[config.mk]
export PLATFORM = sky130hd
export DESIGN_NAME = serial_line_arbiter_counter
export DESIGN_NICKNAME = d
export VERILOG_FILES = /design/src/hw/arb_sync.v /design/src/hw/serial_line_arbiter_counter.v
export VERILOG_INCLUDE_DIRS = /design/src /design/src/inc
export SDC_FILE = /design/constraint.sdc
export NUM_CORES = 1
export LEC_CHECK = 0
export BUFFER_PORTS_ARGS = -buffer_cell sky130_fd_sc_hd__clkbuf_2
export CORE_MARGIN = 1
export CORE_UTILIZATION = 58
export DETAILED_ROUTE_END_ITERATION = 7
export MAX_ROUTING_LAYER = met4
export PLACE_DENSITY = 0.82
export RECOVER_POWER = 50
export SLEW_MARGIN = 20
export SYNTH_ARGS = -nofsm -noshare
export SYNTH_HDL_FRONTEND = slang
export SYNTH_SLANG_ARGS = --single-unit
export TNS_END_PERCENT = 100
[constraint.sdc]
create_clock -name core_clk_i -period 4.5 [get_ports core_clk_i]
set_clock_uncertainty 0.1 [all_clocks]
set_input_delay 0.225 -clock core_clk_i [delete_from_list [all_inputs] [get_ports core_clk_i]]
set_output_delay 0.225 -clock core_clk_i [all_outputs]
set_load 0.005 [all_outputs]
[src/inc/arb_consts.vh]
`ifndef ARB_CONSTS_VH
`define ARB_CONSTS_VH
// Register byte offsets
`define ARB_OFS_CTRL 8'h0a
`define ARB_OFS_COUNT 8'h0b
// Control register fields
`define ARB_B_MODE_LO 0
`define ARB_B_MODE_HI 1
`define ARB_B_LOST 2
`define ARB_B_CLKSEL 3
`define ARB_B_DONE 4
`define ARB_B_RUN 5
`define ARB_B_OVFL 6
`define ARB_B_MSB 7
// Mode codes
`define ARB_MODE_IDLE 2'h0
`define ARB_MODE_MEAS 2'h1
`define ARB_MODE_ARB 2'h2
// Arbitration sample counts and counter constants
`define ARB_SAMPLE_BUS 9'h038
`define ARB_SAMPLE_PSC 9'h008
`define ARB_CNT_ZERO 9'h000
`define ARB_CNT_ONE 9'h001
`define ARB_CNT_MAX 9'h1ff
`endif

[src/hw/arb_sync.v]
`timescale 1ns/100ps
// ****************************************
// Two-stage synchroniser, one per bit
// ****************************************
module arb_sync #(
  parameter WIDTH = 2
) (
  input wire core_clk_i,
  input wire nrst_i,
  input wire [WIDTH-1:0] async_i,
  output wire [WIDTH-1:0] sync_o
);
  reg [WIDTH-1:0] meta_q;
  reg [WIDTH-1:0] sync_q;
  genvar g;
  generate
    for (g = 0; g < WIDTH; g = g + 1) begin : bitsync
      always @(posedge core_clk_i or negedge nrst_i) begin
        if (!nrst_i) begin
          meta_q[g] <= 1'b1;
          sync_q[g] <= 1'b1;
        end else begin
          meta_q[g] <= async_i[g];
          sync_q[g] <= meta_q[g];
        end
      end
    end
  endgenerate
  assign sync_o = sync_q;
endmodule

[src/hw/serial_line_arbiter_counter.v]
`timescale 1ns/100ps
// Function
// RQ1: 9-bit counter, overflow bit, mode control
// RQ2: Modes: idle, measurement, arbitration
// RQ3: Software never writes reserved mode 11
// RQ4: Reset clears all control and status
// RQ5: Lost flag read-only; cleared writing mode_hi 0
// RQ6: Clock select picks half prescaler or bus
// RQ7: Done flag set; cleared by control write
// RQ8: Running flag shows counter counting
// RQ9: Overflow flag set; cleared by control write
// RQ10: Mode 00 holds counter reset
// RQ11: Control exposes counter MSB; write clears
// RQ12: Data register low bits; control write clears
// RQ13: Bus clock: falling edge starts count
// RQ14: Bus clock: next falling edge stops, done
// RQ15: Prescaler clock: low level starts count
// RQ16: Prescaler clock: rising edge stops count
// RQ17: Arbitration: sample receive at fixed count
// RQ18: Lost flag forces transmit pin high
// RQ19: Transmit low before loss restarts arbitration
// RQ20: Count by one; wrap sets overflow
// RQ21: Stopped count held until write or mode change
`include "arb_consts.vh"
module serial_line_arbiter_counter (
  input wire core_clk_i,
  input wire nrst_i,
  input wire [7:0] addr_i,
  input wire [7:0] wdata_i,
  input wire wr_i,
  input wire rd_i,
  output reg [7:0] rdata_o,
  input wire rx_pin_i,
  input wire internal_transmit_out_i,
  input wire psc_tick_i,
  output reg tx_pin_o,
  output reg counter_running_o
);
  // ****************************************
  // State
  // ****************************************
  localparam ST_IDLE = 2'h0;
  localparam ST_RUN = 2'h1;
  localparam ST_STOP = 2'h2;

  reg [1:0] arb_mode_sel_q;
  reg arb_clk_sel_q;
  reg arb_lost_flag_q;
  reg measure_done_flag_q;
  reg counter_overflow_flag_q;
  reg [8:0] count_q; // see RQ1
  reg [1:0] state_q;
  reg half_q;
  reg rx_prev_q;
  reg tx_prev_q;
  reg rx_low_seen_q;

  wire [1:0] sync_w;
  wire rx_s;
  wire psc_s;
  wire ctrl_wr;
  wire tick;
  wire rx_fall;
  wire rx_rise;
  wire tx_rise;
  wire tx_fall;
  wire [8:0] sample_pt;
  wire [8:0] count_inc;
  wire mode_idle;
  wire mode_meas;
  wire mode_arb;

  // ****************************************
  // Input synchronisers
  // ****************************************
  arb_sync #(
    .WIDTH(2)
  ) u_sync (
    .core_clk_i(core_clk_i),
    .nrst_i(nrst_i),
    .async_i({psc_tick_i, rx_pin_i}),
    .sync_o(sync_w)
  );
  assign rx_s = sync_w[0];
  assign psc_s = sync_w[1];

  assign ctrl_wr = wr_i && (addr_i == `ARB_OFS_CTRL);
  assign mode_idle = (arb_mode_sel_q == `ARB_MODE_IDLE);
  assign mode_meas = (arb_mode_sel_q == `ARB_MODE_MEAS);
  assign mode_arb = (arb_mode_sel_q == `ARB_MODE_ARB);
  assign rx_fall = rx_prev_q && !rx_s;
  assign rx_rise = !rx_prev_q && rx_s;
  assign tx_rise = !tx_prev_q && internal_transmit_out_i;
  assign tx_fall = tx_prev_q && !internal_transmit_out_i;
  assign sample_pt = arb_clk_sel_q ? `ARB_SAMPLE_PSC : `ARB_SAMPLE_BUS;
  assign count_inc = count_q + `ARB_CNT_ONE;

  // ****************************************
  // Half-rate counter tick
  // ****************************************
  // Source is bus clock or prescaler tick, halved
  wire src_tick = arb_clk_sel_q ? psc_s : 1'b1; // see RQ6
  assign tick = src_tick && half_q;

  always @(posedge core_clk_i or negedge nrst_i) begin
    if (!nrst_i) begin
      half_q <= 1'b0;
      rx_prev_q <= 1'b1;
      tx_prev_q <= 1'b1;
    end else begin
      if (state_q != ST_RUN) begin
        half_q <= 1'b0;
      end else if (src_tick) begin
        half_q <= !half_q; // see RQ6
      end
      rx_prev_q <= rx_s;
      tx_prev_q <= internal_transmit_out_i;
    end
  end

  // ****************************************
  // Control register
  // ****************************************
  always @(posedge core_clk_i or negedge nrst_i) begin
    if (!nrst_i) begin
      arb_mode_sel_q <= `ARB_MODE_IDLE; // see RQ4
      arb_clk_sel_q <= 1'b0;
    end else if (ctrl_wr) begin
      arb_mode_sel_q <= {wdata_i[`ARB_B_MODE_HI], wdata_i[`ARB_B_MODE_LO]}; // see RQ2
      arb_clk_sel_q <= wdata_i[`ARB_B_CLKSEL];
    end
  end

  // ****************************************
  // Counter and mode logic
  // ****************************************
  always @(posedge core_clk_i or negedge nrst_i) begin
    if (!nrst_i) begin
      state_q <= ST_IDLE;
      count_q <= `ARB_CNT_ZERO;
      measure_done_flag_q <= 1'b0;
      counter_overflow_flag_q <= 1'b0;
      arb_lost_flag_q <= 1'b0;
      rx_low_seen_q <= 1'b0;
    end else if (ctrl_wr) begin
      // Any control write clears count, done and overflow flags; lost flag only if mode_hi is 0; mode restarts
      state_q <= ST_IDLE;
      count_q <= `ARB_CNT_ZERO; // see RQ11 see RQ12 see RQ21
      measure_done_flag_q <= 1'b0; // see RQ7
      counter_overflow_flag_q <= 1'b0; // see RQ9
      rx_low_seen_q <= 1'b0;
      if (!wdata_i[`ARB_B_MODE_HI]) begin
        arb_lost_flag_q <= 1'b0; // see RQ5
      end
    end else if (mode_idle) begin
      state_q <= ST_IDLE;
      count_q <= `ARB_CNT_ZERO; // see RQ10
    end else begin
      if (state_q == ST_RUN && tick) begin
        count_q <= count_inc; // see RQ20
        if (count_q == `ARB_CNT_MAX) begin
          counter_overflow_flag_q <= 1'b1; // see RQ20
        end
      end
      if (mode_meas) begin
        case (state_q)
          ST_IDLE: begin
            if (!arb_clk_sel_q && rx_fall) begin
              state_q <= ST_RUN; // see RQ13
            end else if (arb_clk_sel_q && !rx_s) begin
              state_q <= ST_RUN; // see RQ15
            end
          end
          ST_RUN: begin
            if ((!arb_clk_sel_q && rx_fall) || (arb_clk_sel_q && rx_rise)) begin
              state_q <= ST_STOP; // see RQ14 see RQ16
              measure_done_flag_q <= 1'b1;
            end
          end
          ST_STOP: begin
            state_q <= ST_STOP; // see RQ21
          end
          default: begin
            state_q <= ST_IDLE;
          end
        endcase
      end else if (mode_arb) begin
        // Own echo lags the transmit edge, so the line is only judged at the sample point
        if (tx_rise) begin
          state_q <= ST_RUN; // see RQ17
          count_q <= `ARB_CNT_ZERO;
          rx_low_seen_q <= 1'b0;
        end else if (tx_fall && !rx_low_seen_q && !arb_lost_flag_q) begin
          state_q <= ST_IDLE; // see RQ19
          count_q <= `ARB_CNT_ZERO;
        end else if (state_q == ST_RUN && tick && count_q == sample_pt) begin
          if (!rx_s) begin
            arb_lost_flag_q <= 1'b1; // see RQ17
            rx_low_seen_q <= 1'b1;
          end
        end
      end else begin
        // Reserved mode: counter held stopped
        state_q <= ST_IDLE;
      end
    end
  end

  // ****************************************
  // Pin outputs and read port
  // ****************************************
  always @(posedge core_clk_i or negedge nrst_i) begin
    if (!nrst_i) begin
      tx_pin_o <= 1'b1;
      counter_running_o <= 1'b0;
      rdata_o <= 8'h00;
    end else begin
      tx_pin_o <= internal_transmit_out_i | arb_lost_flag_q; // see RQ18
      counter_running_o <= (state_q == ST_RUN);
      if (rd_i && addr_i == `ARB_OFS_CTRL) begin
        rdata_o <= {count_q[8], counter_overflow_flag_q, (state_q == ST_RUN), measure_done_flag_q,
                    arb_clk_sel_q, arb_lost_flag_q, arb_mode_sel_q}; // see RQ8 see RQ11
      end else if (rd_i && addr_i == `ARB_OFS_COUNT) begin
        rdata_o <= count_q[7:0]; // see RQ12
      end else begin
        rdata_o <= 8'h00;
      end
    end
  end
endmodule

==> impl_metrics.py, run 1 <==
metrics = {
    "critical_path": {
        "crit_fanout": 35,
        "path_depth": 2,
        "cp.required_ns": 4.52,
        "arrival_ns": 2.05,
        "worst_r2r_endpoint": "count_q[0]",
        "path_buf_inv": 2,
        "crit_type": "input port to asynchronous set/reset pin",
        "r2r.worst_path.cells": 6,
        "reg2reg_setup_slack_ns": 2.69,
        "path_cells": "dlygate4sd3_1 > clkbuf_1",
        "r2r_start": "state_q[1]",
        "crit_start": "nrst_i",
        "endpoint_kind": "asynchronous set/reset pin",
        "slowest_delay_ns": 1.28,
        "cp-start-kind": "input port",
        "path_delay_family": "buffers and inverters",
        "crit_path_end": "count_q[8]",
        "cp_slowest_cell": "clkbuf_1",
    },
    "yosys": {
        "syn-num-nets": 182,
        "ys_ff_latch": 35,
        "synth_cell_type_count": 43,
        "yosysWarningCount": 0,
        "synth_cells": 154,
        "seq_area_frac_synth_pct": 52.1,
        "avgSynthCellArea_um2": 11.0,
        "synthArstFlopShare_pct": 100,
        "ys.flop_type": "dfrtp_1",
        "syn-cell-area_um2": 1700,
        "synth_edf_count": 0,
    },
    "cts": {
        "cts_tree": "built",
        "postCtsSetupRepairBufs": 0,
        "clk_pin_slew_ns": 0.11,
        "htree_num_levels": 2,
        "cts-root-buf": "clkbuf_4",
        "cts_sinks": 35,
        "cts_buffer_depth": 2,
        "insertion_delay_ns": 0.34,
        "numCtsBuffers": 5,
    },
    "status": {
        "status": "finished, violations left",
        "violations": "capacitance limit, slew limit",
    },
    "sta": {
        "rsz0062_at_grt": "false",
        "setup_tns_ns": 0,
        "max_slew_margin_pct": -19.5,
        "post-route-period-util_pct": 45.2,
        "period_needed_ns": 2.03,
        "setup_viol_count_final": 0,
        "max_clock_freq_mhz": 492,
        "hold_viol_final": 0,
        "tightest_slew_ns": 1.79,
        "maxSlewViolCount": 36,
    },
    "route": {
        "vias": 1358,
        "wire_per_inst_um": 16.0,
        "drtAntennaViolNets": 0,
        "drt_iter0_markers": 41,
        "totalWireLength_mm": 3.58,
        "vias_per_cell": 6.06,
        "drc": 0,
        "dr.pass1.iters": 4,
    },
    "floorplan": {
        "die_h_um": 56.1,
        "rows": 19,
        "coreArea_um2": 2760,
        "initial_core_util_pct": 61.5,
        "die_w_um": 56.1,
        "io_pins": 33,
        "die_area_um2": 3150,
    },
    "grt": {
        "grt_pass1_vias": 1368,
        "grt_antenna_before_repair": 0,
        "grt_pass1_wl_mm": 6.13,
        "grt_util_met2_pct": 41.2,
        "grt_overflow": 0,
        "grt_max_degree": 36,
        "grtUsageTotal_pct": 26.6,
        "busiest_layer": "met2",
        "grt_use_met3_pct": 7.91,
        "met1_usage_pct": 30.6,
    },
    "power": {
        "p_leak_uw": 0.000843,
        "vdd_drop_max_uv": 250,
        "powerDensity_nw_per_um2": 305,
    },
    "final_layout": {
        "finalNetCount": 220,
        "regArea_um2": 885,
        "fill_cells": 184,
        "drive_above_1_share_pct": 24.4,
        "utilization_pct": 72.4,
        "n_antenna_cell": 0,
        "area_delta_synth_final_pct": 17.6,
        "layout_common_cells": "dfrtp_1, nand2_1, clkbuf_2",
        "multiInputGateArea_um2": 772,
        "final_common_cell": "dfrtp_1",
    },
    "job": {
        "drv_cap": 1,
    },
    "placement": {
        "routabilityCongestion": 0.876,
        "io_buffers": 27,
        "dp_hpwl_mm": 2.35,
    },
    "hold_path": {
        "hp-class": "register to register",
    },
}
[synth_stat cells (2+ instances only)]
cell type | count | area share (%)
nor2_2 | 2 | 0.74
nand2b_1 | 3 | 1.1
a21o_1 | 3 | 1.3
xnor2_1 | 8 | 4.1
a22o_1 | 7 | 3.6
clkbuf_1 | 2 | 0.44
o21a_1 | 2 | 0.88
nor4_2 | 2 | 1.5
nor3_2 | 2 | 1.2
nand4_1 | 4 | 1.5
a21oi_1 | 3 | 0.88
nor2b_1 | 2 | 0.74
dfstp_2 | 7 | 11
ha_1 | 5 | 3.7
nand3_1 | 6 | 1.8
o21ai_0 | 5 | 1.5
nor2_1 | 12 | 2.7
dfrtp_1 | 28 | 41
a31oi_1 | 4 | 1.5
inv_1 | 5 | 1.1
nand2_1 | 19 | 4.2
nor3_1 | 2 | 0.59
[worst register-to-register path: stages, from the launching register on]
cell and delay (ns):
dfrtp_1 0.42, inv_1 0.09, ha_1 0.31, nand2_2 0.25, nor2_1 0.31, xnor2_1 0.16
nor2_1 0.05
[metrics by stage]
stage                     instances  total power [µW]  cell area [µm²]  setup WS (ns)  hold slack (ns)
after global placement          209               372             1850           2.76            0.214
after detailed placement        209               374             1850           2.69            0.215
after global routing            224               634             2000           2.06            0.269
after floorplan                 154               354             1700           2.90           -0.171
final                           224               609             2000           2.47            0.265
after CTS                       224               614             2010           2.66            0.223
[logic make-up (layout without fill, tap and decap cells)]
group | Yosys count | in the layout | share of synthesized area, %
AOI/OAI and AO/OA | 30 | 30 | 13.2
DFF | 35 | 35 | 52.1
buffers and inverters | 8 | 47 | 2.21
xor gates and xnor gates | 8 | 8 | 4.13
and+or+nand+nor | 68 | 68 | 24.6
adders and majority gates | 5 | 5 | 3.69
[registers in the layout, summed over array words and instances (netlist names)]
register and cells:
arb_mode_sel_q 2, half_q 1, tx_pin_o 1, counter_running_o 1, rx_low_seen_q 1, count_q 9
rx_prev_q 1, u_sync.sync_o 2, rdata_o 8, u_sync.meta_q 2, measure_done_flag_q 1, arb_clk_sel_q 1
arb_lost_flag_q 1, counter_overflow_flag_q 1, tx_prev_q 1, state_q 2
[routing by layer]
layer	up-vias	share of wire, %
met5	-	0
met4	0	3.5
met3	14	5.2
met2	55	49
met1	663	42
li1	626	-
[area by class of cell]
cell class | instances | area share [%]
Clock buffer | 6 | 2.57
Clock inverter | 2 | 1.76
Inverter | 5 | 0.940
Multi-Input combinational cell | 111 | 38.7
Sequential cell | 35 | 44.3
Tap cell | 31 | 1.94
Timing Repair Buffer | 34 | 9.78
[how the worst min path moves through the flow]
| stage | startpoint | end | slack [ns] | cells past startpoint |
|---|---|---|---|---|
| finish | u_sync.meta_q[1] | u_sync.sync_o[1] | 0.27 | 0 |
| global route | u_sync.meta_q[1] | u_sync.sync_o[1] | 0.27 | 0 |
| CTS | addr_i[0] | rdata_o[1] | 0.22 | 3 |
| detailed placement | rx_pin_i | u_sync.meta_q[0] | 0.21 | 1 |
| global placement | psc_tick_i | u_sync.meta_q[1] | 0.21 | 1 |
| floorplan | nrst_i | arb_clk_sel_q | -0.17 | 0 |
[timing repair]
item                      in CTS  in global routing
gates resized for setup        0                  0
hold buffers                   7                  0
hold endpoints to repair      34                  0
[power by group]
| group | internal, µW | switching [µW] |
|---|---|---|
| registers | 324 | 7.25 |
| logic | 18.8 | 23.0 |
| clock network | 131 | 105 |
Note: power is estimated with default switching activity, not from simulation.
==> run 2, diff against run 1 <==
--- a/config.mk
+++ b/config.mk
@@ -6,12 +6,13 @@
 export SDC_FILE = /design/constraint.sdc
 export NUM_CORES = 1
 export LEC_CHECK = 0
+export ABC_AREA = 1
 export BUFFER_PORTS_ARGS = -buffer_cell sky130_fd_sc_hd__clkbuf_2
 export CORE_MARGIN = 1
-export CORE_UTILIZATION = 58
+export CORE_UTILIZATION = 49
 export DETAILED_ROUTE_END_ITERATION = 7
 export MAX_ROUTING_LAYER = met4
-export PLACE_DENSITY = 0.82
+export PLACE_DENSITY = 0.73
 export RECOVER_POWER = 50
 export SLEW_MARGIN = 20
 export SYNTH_ARGS = -nofsm -noshare
==> constraint.sdc (replaced) <==
create_clock -name core_clk_i -period 1.75 [get_ports core_clk_i]
set_clock_uncertainty 0.1 [all_clocks]
set_input_delay 0.0875 -clock core_clk_i [delete_from_list [all_inputs] [get_ports core_clk_i]]
set_output_delay 0.0875 -clock core_clk_i [all_outputs]
set_load 0.005 [all_outputs]
==> impl_metrics.py, run 2 <==
metrics = {
    "yosys": {
        "syn-cell-area_um2": 1790,
        "yosys-top-cells-area": "dfrtp_1, dfstp_2, nand2_1",
        "synth_top_cell_area_share_pct": 39.2,
        "synthMuxAreaShare_pct": 0,
        "synth-simple-area-share_pct": 27.7,
        "synth_cell_type_count": 28,
        "synthArstFlopShare_pct": 100,
        "synth-compound-area-share_pct": 8.54,
        "netlist_top_cells_count": "nand2_1, inv_1, dfrtp_1",
        "synth_top_family_by_area": "simple AND/OR/NAND/NOR gates",
        "synth_edf_count": 0,
        "ys.flop_type": "dfrtp_1",
        "avgSynthCellArea_um2": 8.55,
        "ys_ff_latch": 35,
        "synth_xor_area_share_pct": 1.96,
        "netlist.top_cell.by_area": "dfrtp_1",
        "synth_most_common_cell": "nand2_1",
        "syn-num-nets": 237,
        "synth_fa_ha_area_share_pct": 3.50,
        "seq_area_frac_synth_pct": 49.5,
        "synth_cells": 209,
        "yosysWarningCount": 0,
    },
    "power": {
        "p_leak_uw": 0.00115,
        "vdd_drop_max_uv": 492,
        "p_clk_share_pct": 28.6,
        "switchingPower_uw": 388,
        "combPwrFrac_pct": 11.8,
        "seqPwrFrac_pct": 59.6,
        "intPower_uw": 1060,
        "netSwitchingFraction_pct": 26.7,
        "powerDensity_nw_per_um2": 680,
        "power.total_uw": 1450,
    },
    "grt": {
        "grt_pass1_vias": 1416,
        "grt_overflow": 0,
        "grt_antenna_before_repair": 0,
        "grt_pass1_wl_mm": 5.91,
        "grtUsageTotal_pct": 20.1,
        "grt_max_degree": 36,
    },
    "sta": {
        "maxSlewViolCount": 0,
        "tightest_slew_ns": 0.831,
        "period_needed_ns": 1.59,
        "hold_viol_final": 0,
        "max_clock_freq_mhz": 629,
        "setup_viol_count_final": 0,
        "max_slew_margin_pct": 44.6,
        "rsz0062_at_grt": "false",
        "setup_tns_ns": 0,
        "post-route-period-util_pct": 90.8,
    },
    "final_layout": {
        "area_delta_synth_final_pct": 19.5,
        "regArea_um2": 885,
        "utilization_pct": 62.5,
        "final_cells": 301,
        "n_antenna_cell": 0,
        "drive_above_1_share_pct": 25.5,
        "largest_reg_flops": 9,
        "final_common_cell": "nand2_1",
        "postLayoutCellArea_um2": 2130,
        "regMostFlops": "count_q",
        "layout_common_cells": "nand2_1, inv_1, dfrtp_1",
        "fill_cells": 307,
        "finalNetCount": 282,
        "reg_top3": "count_q (9), rdata_o (8)",
        "multiInputGateArea_um2": 752,
    },
    "critical_path": {
        "arrival_ns": 1.71,
        "endpoint_kind": "register",
        "cp.required_ns": 1.87,
        "cp-start-kind": "register",
        "r2r.worst_path.cells": 8,
        "reg2reg_setup_slack_ns": 0.16,
        "worst_r2r_endpoint": "count_q[4]",
        "r2r_start": "state_q[1]",
        "crit_type": "register to register",
        "crit_fanout": 9,
    },
    "floorplan": {
        "initial_core_util_pct": 52.3,
        "die_w_um": 62.4,
        "rows": 21,
        "die_area_um2": 3890,
        "io_pins": 33,
        "die_h_um": 62.4,
        "coreArea_um2": 3420,
    },
    "route": {
        "dr.pass1.iters": 4,
        "drt_iter0_markers": 98,
        "drc": 0,
        "vias": 1444,
        "drtAntennaViolNets": 0,
        "totalWireLength_mm": 3.41,
        "vias_per_cell": 4.80,
        "wire_per_inst_um": 11.3,
    },
    "hold_path": {
        "hp-class": "input port to register",
        "min_from": "rd_i",
        "hold_depth": 5,
        "hold_end": "rdata_o[6]",
    },
    "placement": {
        "placed_cells": 286,
        "placed_area_um2": 2010,
        "dp_hpwl_mm": 2.49,
        "io_buffers": 27,
        "routabilityCongestion": 0.793,
    },
    "cts": {
        "cts-root-buf": "clkbuf_4",
        "cts_buffer_depth": 2,
        "cts_sinks": 35,
        "postCtsSetupRepairBufs": 0,
        "clk_pin_slew_ns": 0.11,
        "insertion_delay_ns": 0.34,
        "numCtsBuffers": 5,
        "cts_tree": "built",
        "htree_num_levels": 2,
    },
    "job": {
        "drv_cap": 0,
    },
    "status": {
        "status": "completed",
    },
}
run 2: changes by cell type after synthesis, moves of 5 or more:
cell | previous run | this run
a22o_1 | 7 | 0
inv_1 | 5 | 35
nand2_1 | 19 | 39
nand3_1 | 6 | 17
nor2_1 | 12 | 26
o22ai_1 | 1 | 6
xnor2_1 | 8 | 0
run 2: power by group through the flow:
| stage | Sequential [µW] | Combinational (µW) | Clock, µW |
|---|---|---|---|
| after detailed placement | 882 | 161 | 0 |
| after global routing | 872 | 195 | 468 |
| after CTS | 867 | 174 | 429 |
| final | 866 | 171 | 415 |
| after global placement | 882 | 158 | 0 |
| after floorplan | 879 | 96.7 | 0 |
run 2: cell families after synthesis:
kind of cell	Yosys count
buf+inv	41
xor+xnor	4
simple gates	100
flops	35
compound gates	24
fa+ha+maj	5
run 2: worst max-delay path by stage:
| stage | from | to | slack (ns) | depth (start not counted) |
|---|---|---|---|---|
| floorplan | count_q[0] | count_q[8] | 0.16 | 6 |
| global placement | count_q[1] | count_q[8] | 0.20 | 6 |
| detailed placement | count_q[1] | count_q[8] | 0.19 | 6 |
| CTS | count_q[1] | count_q[8] | 0.15 | 6 |
| global route | count_q[1] | count_q[8] | 0.005 | 6 |
| finish | state_q[1] | count_q[4] | 0.16 | 8 |
run 2: critical path, cell delays in order, from the launching register on:
cell and delay [ns]:
dfrtp_1 0.39, inv_1 0.07, ha_1 0.17, inv_1 0.11, nor2_8 0.21, inv_4 0.08
nor2_4 0.10, xor2_1 0.17, nor2_1 0.06
run 2: per-layer routing:
metal | vias up | track usage [%] | part of all wire (%) | wire length [µm]
met4 | 0 | 6.98 | 1.1 | 36
met1 | 650 | 24.0 | 46 | 1570
met5 | - | - | 0 | 0
met3 | 4 | 4.38 | 4.5 | 154
li1 | 751 | - | - | -
met2 | 39 | 33.8 | 48 | 1650
run 2: final cells by class:
cell class	instances	share of cell area, %
Multi-Input combinational cell	133	35.2
Clock inverter	3	0.703
Sequential cell	35	41.4
Inverter	41	7.33
Tap cell	46	2.70
Clock buffer	5	1.76
Timing Repair Buffer	38	10.8
run 2: timing repair:
item	4_1_cts	5_1_grt
endpoints found under the hold margin	41	0
hold buffers	7	0
setup endpoints to repair	0	1
gates resized for setup	0	1
run 2: metrics by stage:
stage,hold WS [ns],worst slack [ns]
floorplan,-0.308,0.157
global placement,0.0409,0.198
detailed placement,0.0490,0.186
CTS,0.000521,0.154
global route,0.0240,0.00474
finish,0.00321,0.160
==> run 3, diff against run 2 <==
--- a/config.mk
+++ b/config.mk
@@ -11,9 +11,9 @@
 export CORE_MARGIN = 1
 export CORE_UTILIZATION = 49
 export DETAILED_ROUTE_END_ITERATION = 7
-export MAX_ROUTING_LAYER = met4
 export PLACE_DENSITY = 0.73
 export RECOVER_POWER = 50
+export SETUP_SLACK_MARGIN = 0.4
 export SLEW_MARGIN = 20
 export SYNTH_ARGS = -nofsm -noshare
 export SYNTH_HDL_FRONTEND = slang
==> impl_metrics.py, run 3 (synthesis results as in run 2) <==
metrics = {
    "critical_path": {
        "crit_fanout": 2,
        "path_delay_family": "adder cells",
        "arrival_ns": 1.63,
        "crit_type": "register to register",
        "slowest_delay_ns": 0.43,
        "crit_start": "count_q[0]",
        "cp.required_ns": 1.88,
        "cp_slowest_cell": "dfrtp_1",
        "endpoint_kind": "register",
        "r2r_start": "count_q[0]",
        "path_buf_inv": 0,
        "reg2reg_setup_slack_ns": 0.25,
        "cp-start-kind": "register",
        "path_cells": "ha_4 > nand3_4 > nor4_4 > ha_1 > o21ai_1 > nor2_1",
    },
    "final_layout": {
        "drive_above_1_share_pct": 35.2,
        "final_common_cell": "nand2_1",
        "postLayoutCellArea_um2": 2400,
        "finalNetCount": 294,
        "regMostFlops": "count_q",
        "largest_reg_flops": 9,
        "layout_common_cells": "nand2_1, inv_1, dfrtp_1, clkbuf_2, nor2_1",
        "regArea_um2": 886,
        "multiInputGateArea_um2": 882,
        "area_delta_synth_final_pct": 34.4,
        "reg_top3": "count_q (9), rdata_o (8)",
        "n_antenna_cell": 0,
        "fill_cells": 266,
        "utilization_pct": 70.3,
    },
    "cts": {
        "cts_tree": "built",
        "cts_buffer_depth": 2,
        "numCtsBuffers": 5,
        "insertion_delay_ns": 0.34,
        "cts-root-buf": "clkbuf_4",
        "clk_pin_slew_ns": 0.11,
        "cts_sinks": 35,
        "htree_num_levels": 2,
    },
    "placement": {
        "pre_cts_ws_ns": 0.154,
        "io_buffers": 27,
        "routabilityCongestion": 0.828,
        "placed_area_um2": 2040,
        "dp_hpwl_mm": 2.47,
    },
    "sta": {
        "hold_viol_final": 0,
        "max_slew_margin_pct": 44.2,
        "rsz0062_at_grt": "true",
        "postLayoutSetupSlackWorst_ns": 0.249,
        "max_clock_freq_mhz": 666,
        "whs_ns": 0.0434,
        "tightest_slew_ns": 0.838,
        "setup_tns_ns": 0,
        "maxSlewViolCount": 0,
        "post-route-period-util_pct": 85.8,
        "period_needed_ns": 1.50,
        "setup_viol_count_final": 0,
    },
    "grt": {
        "grt_overflow": 0,
        "grt_max_degree": 36,
        "grtUsageTotal_pct": 22.7,
        "grt_pass1_wl_mm": 6.91,
        "grt_antenna_before_repair": 0,
        "grt_pass1_vias": 1625,
    },
    "route": {
        "totalWireLength_mm": 4.00,
        "vias": 1580,
        "dr.pass1.iters": 4,
        "vias_per_cell": 5.05,
        "drtAntennaViolNets": 0,
        "wire_per_inst_um": 12.8,
        "drt_iter0_markers": 41,
        "drc": 0,
    },
    "floorplan": {
        "coreArea_um2": 3420,
        "rows": 21,
        "io_pins": 33,
        "die_h_um": 62.4,
        "initial_core_util_pct": 52.3,
        "die_w_um": 62.4,
        "die_area_um2": 3890,
    },
    "status": {
        "status": "completed",
    },
    "power": {
        "powerDensity_nw_per_um2": 700,
        "p_leak_uw": 0.00127,
        "vdd_drop_max_uv": 495,
    },
    "job": {
        "drv_cap": 0,
    },
    "hold_path": {
        "hp-class": "input port to register",
        "min_from": "wr_i",
    },
}
run 3: tightest hold or removal path: cells and delay by family:
family                 cells  cell delay (ns)
AOI/OAI and AO/OA          1             0.08
buffers and inverters      1             0.11
and+or+nand+nor            1             0.17
run 3: path summary, 6_finish.rpt:
path,to,cells after the start
max,count_q[8],6
min,arb_mode_sel_q[1],3
max reg2reg,count_q[8],6
min reg2reg,u_sync.sync_o[1],0
max in group asynchronous,count_q[2],3
min in group asynchronous,arb_mode_sel_q[0],3
run 3: routing by layer:
metal | share of wire, % | GRT usage, %
met1 | 43 | 27.8
met2 | 50 | 38.9
met3 | 6.2 | 5.29
met4 | 1.2 | 8.43
met5 | 0 | 0
run 3: stage by stage:
step,instances,power [µW]
floorplan,209,979
global placement,285,1040
detailed placement,285,1040
CTS,312,1680
global route,313,1760
finish,313,1680
run 3: final cells by class:
cell class	instances	share of cell area, %
clock inverters	2	1.46
clock buffers	6	2.14
multi-input cells	134	36.7
repair buffers	49	13.7
inverters	41	6.72
flip-flops and latches	35	36.9
well taps	46	2.40
run 3: timing repair:
item / CTS / global route
gates resized for setup: 13 / 14
hold buffers: 8 / 0
cloned: 0 / 1
pin swaps: 14 / 7
hold endpoints to repair: 44 / 0
buffers inserted: 11 / 0
endpoints found under the setup margin: 14 / 14
run 3: power by group:
part           switching, µW  internal (µW)  leakage [µW]  total (µW)
clock network            270            338     0.0000482         608
logic                    119           83.6      0.000781         202
registers               23.3            847      0.000442         870
total                    412           1270       0.00127        1680
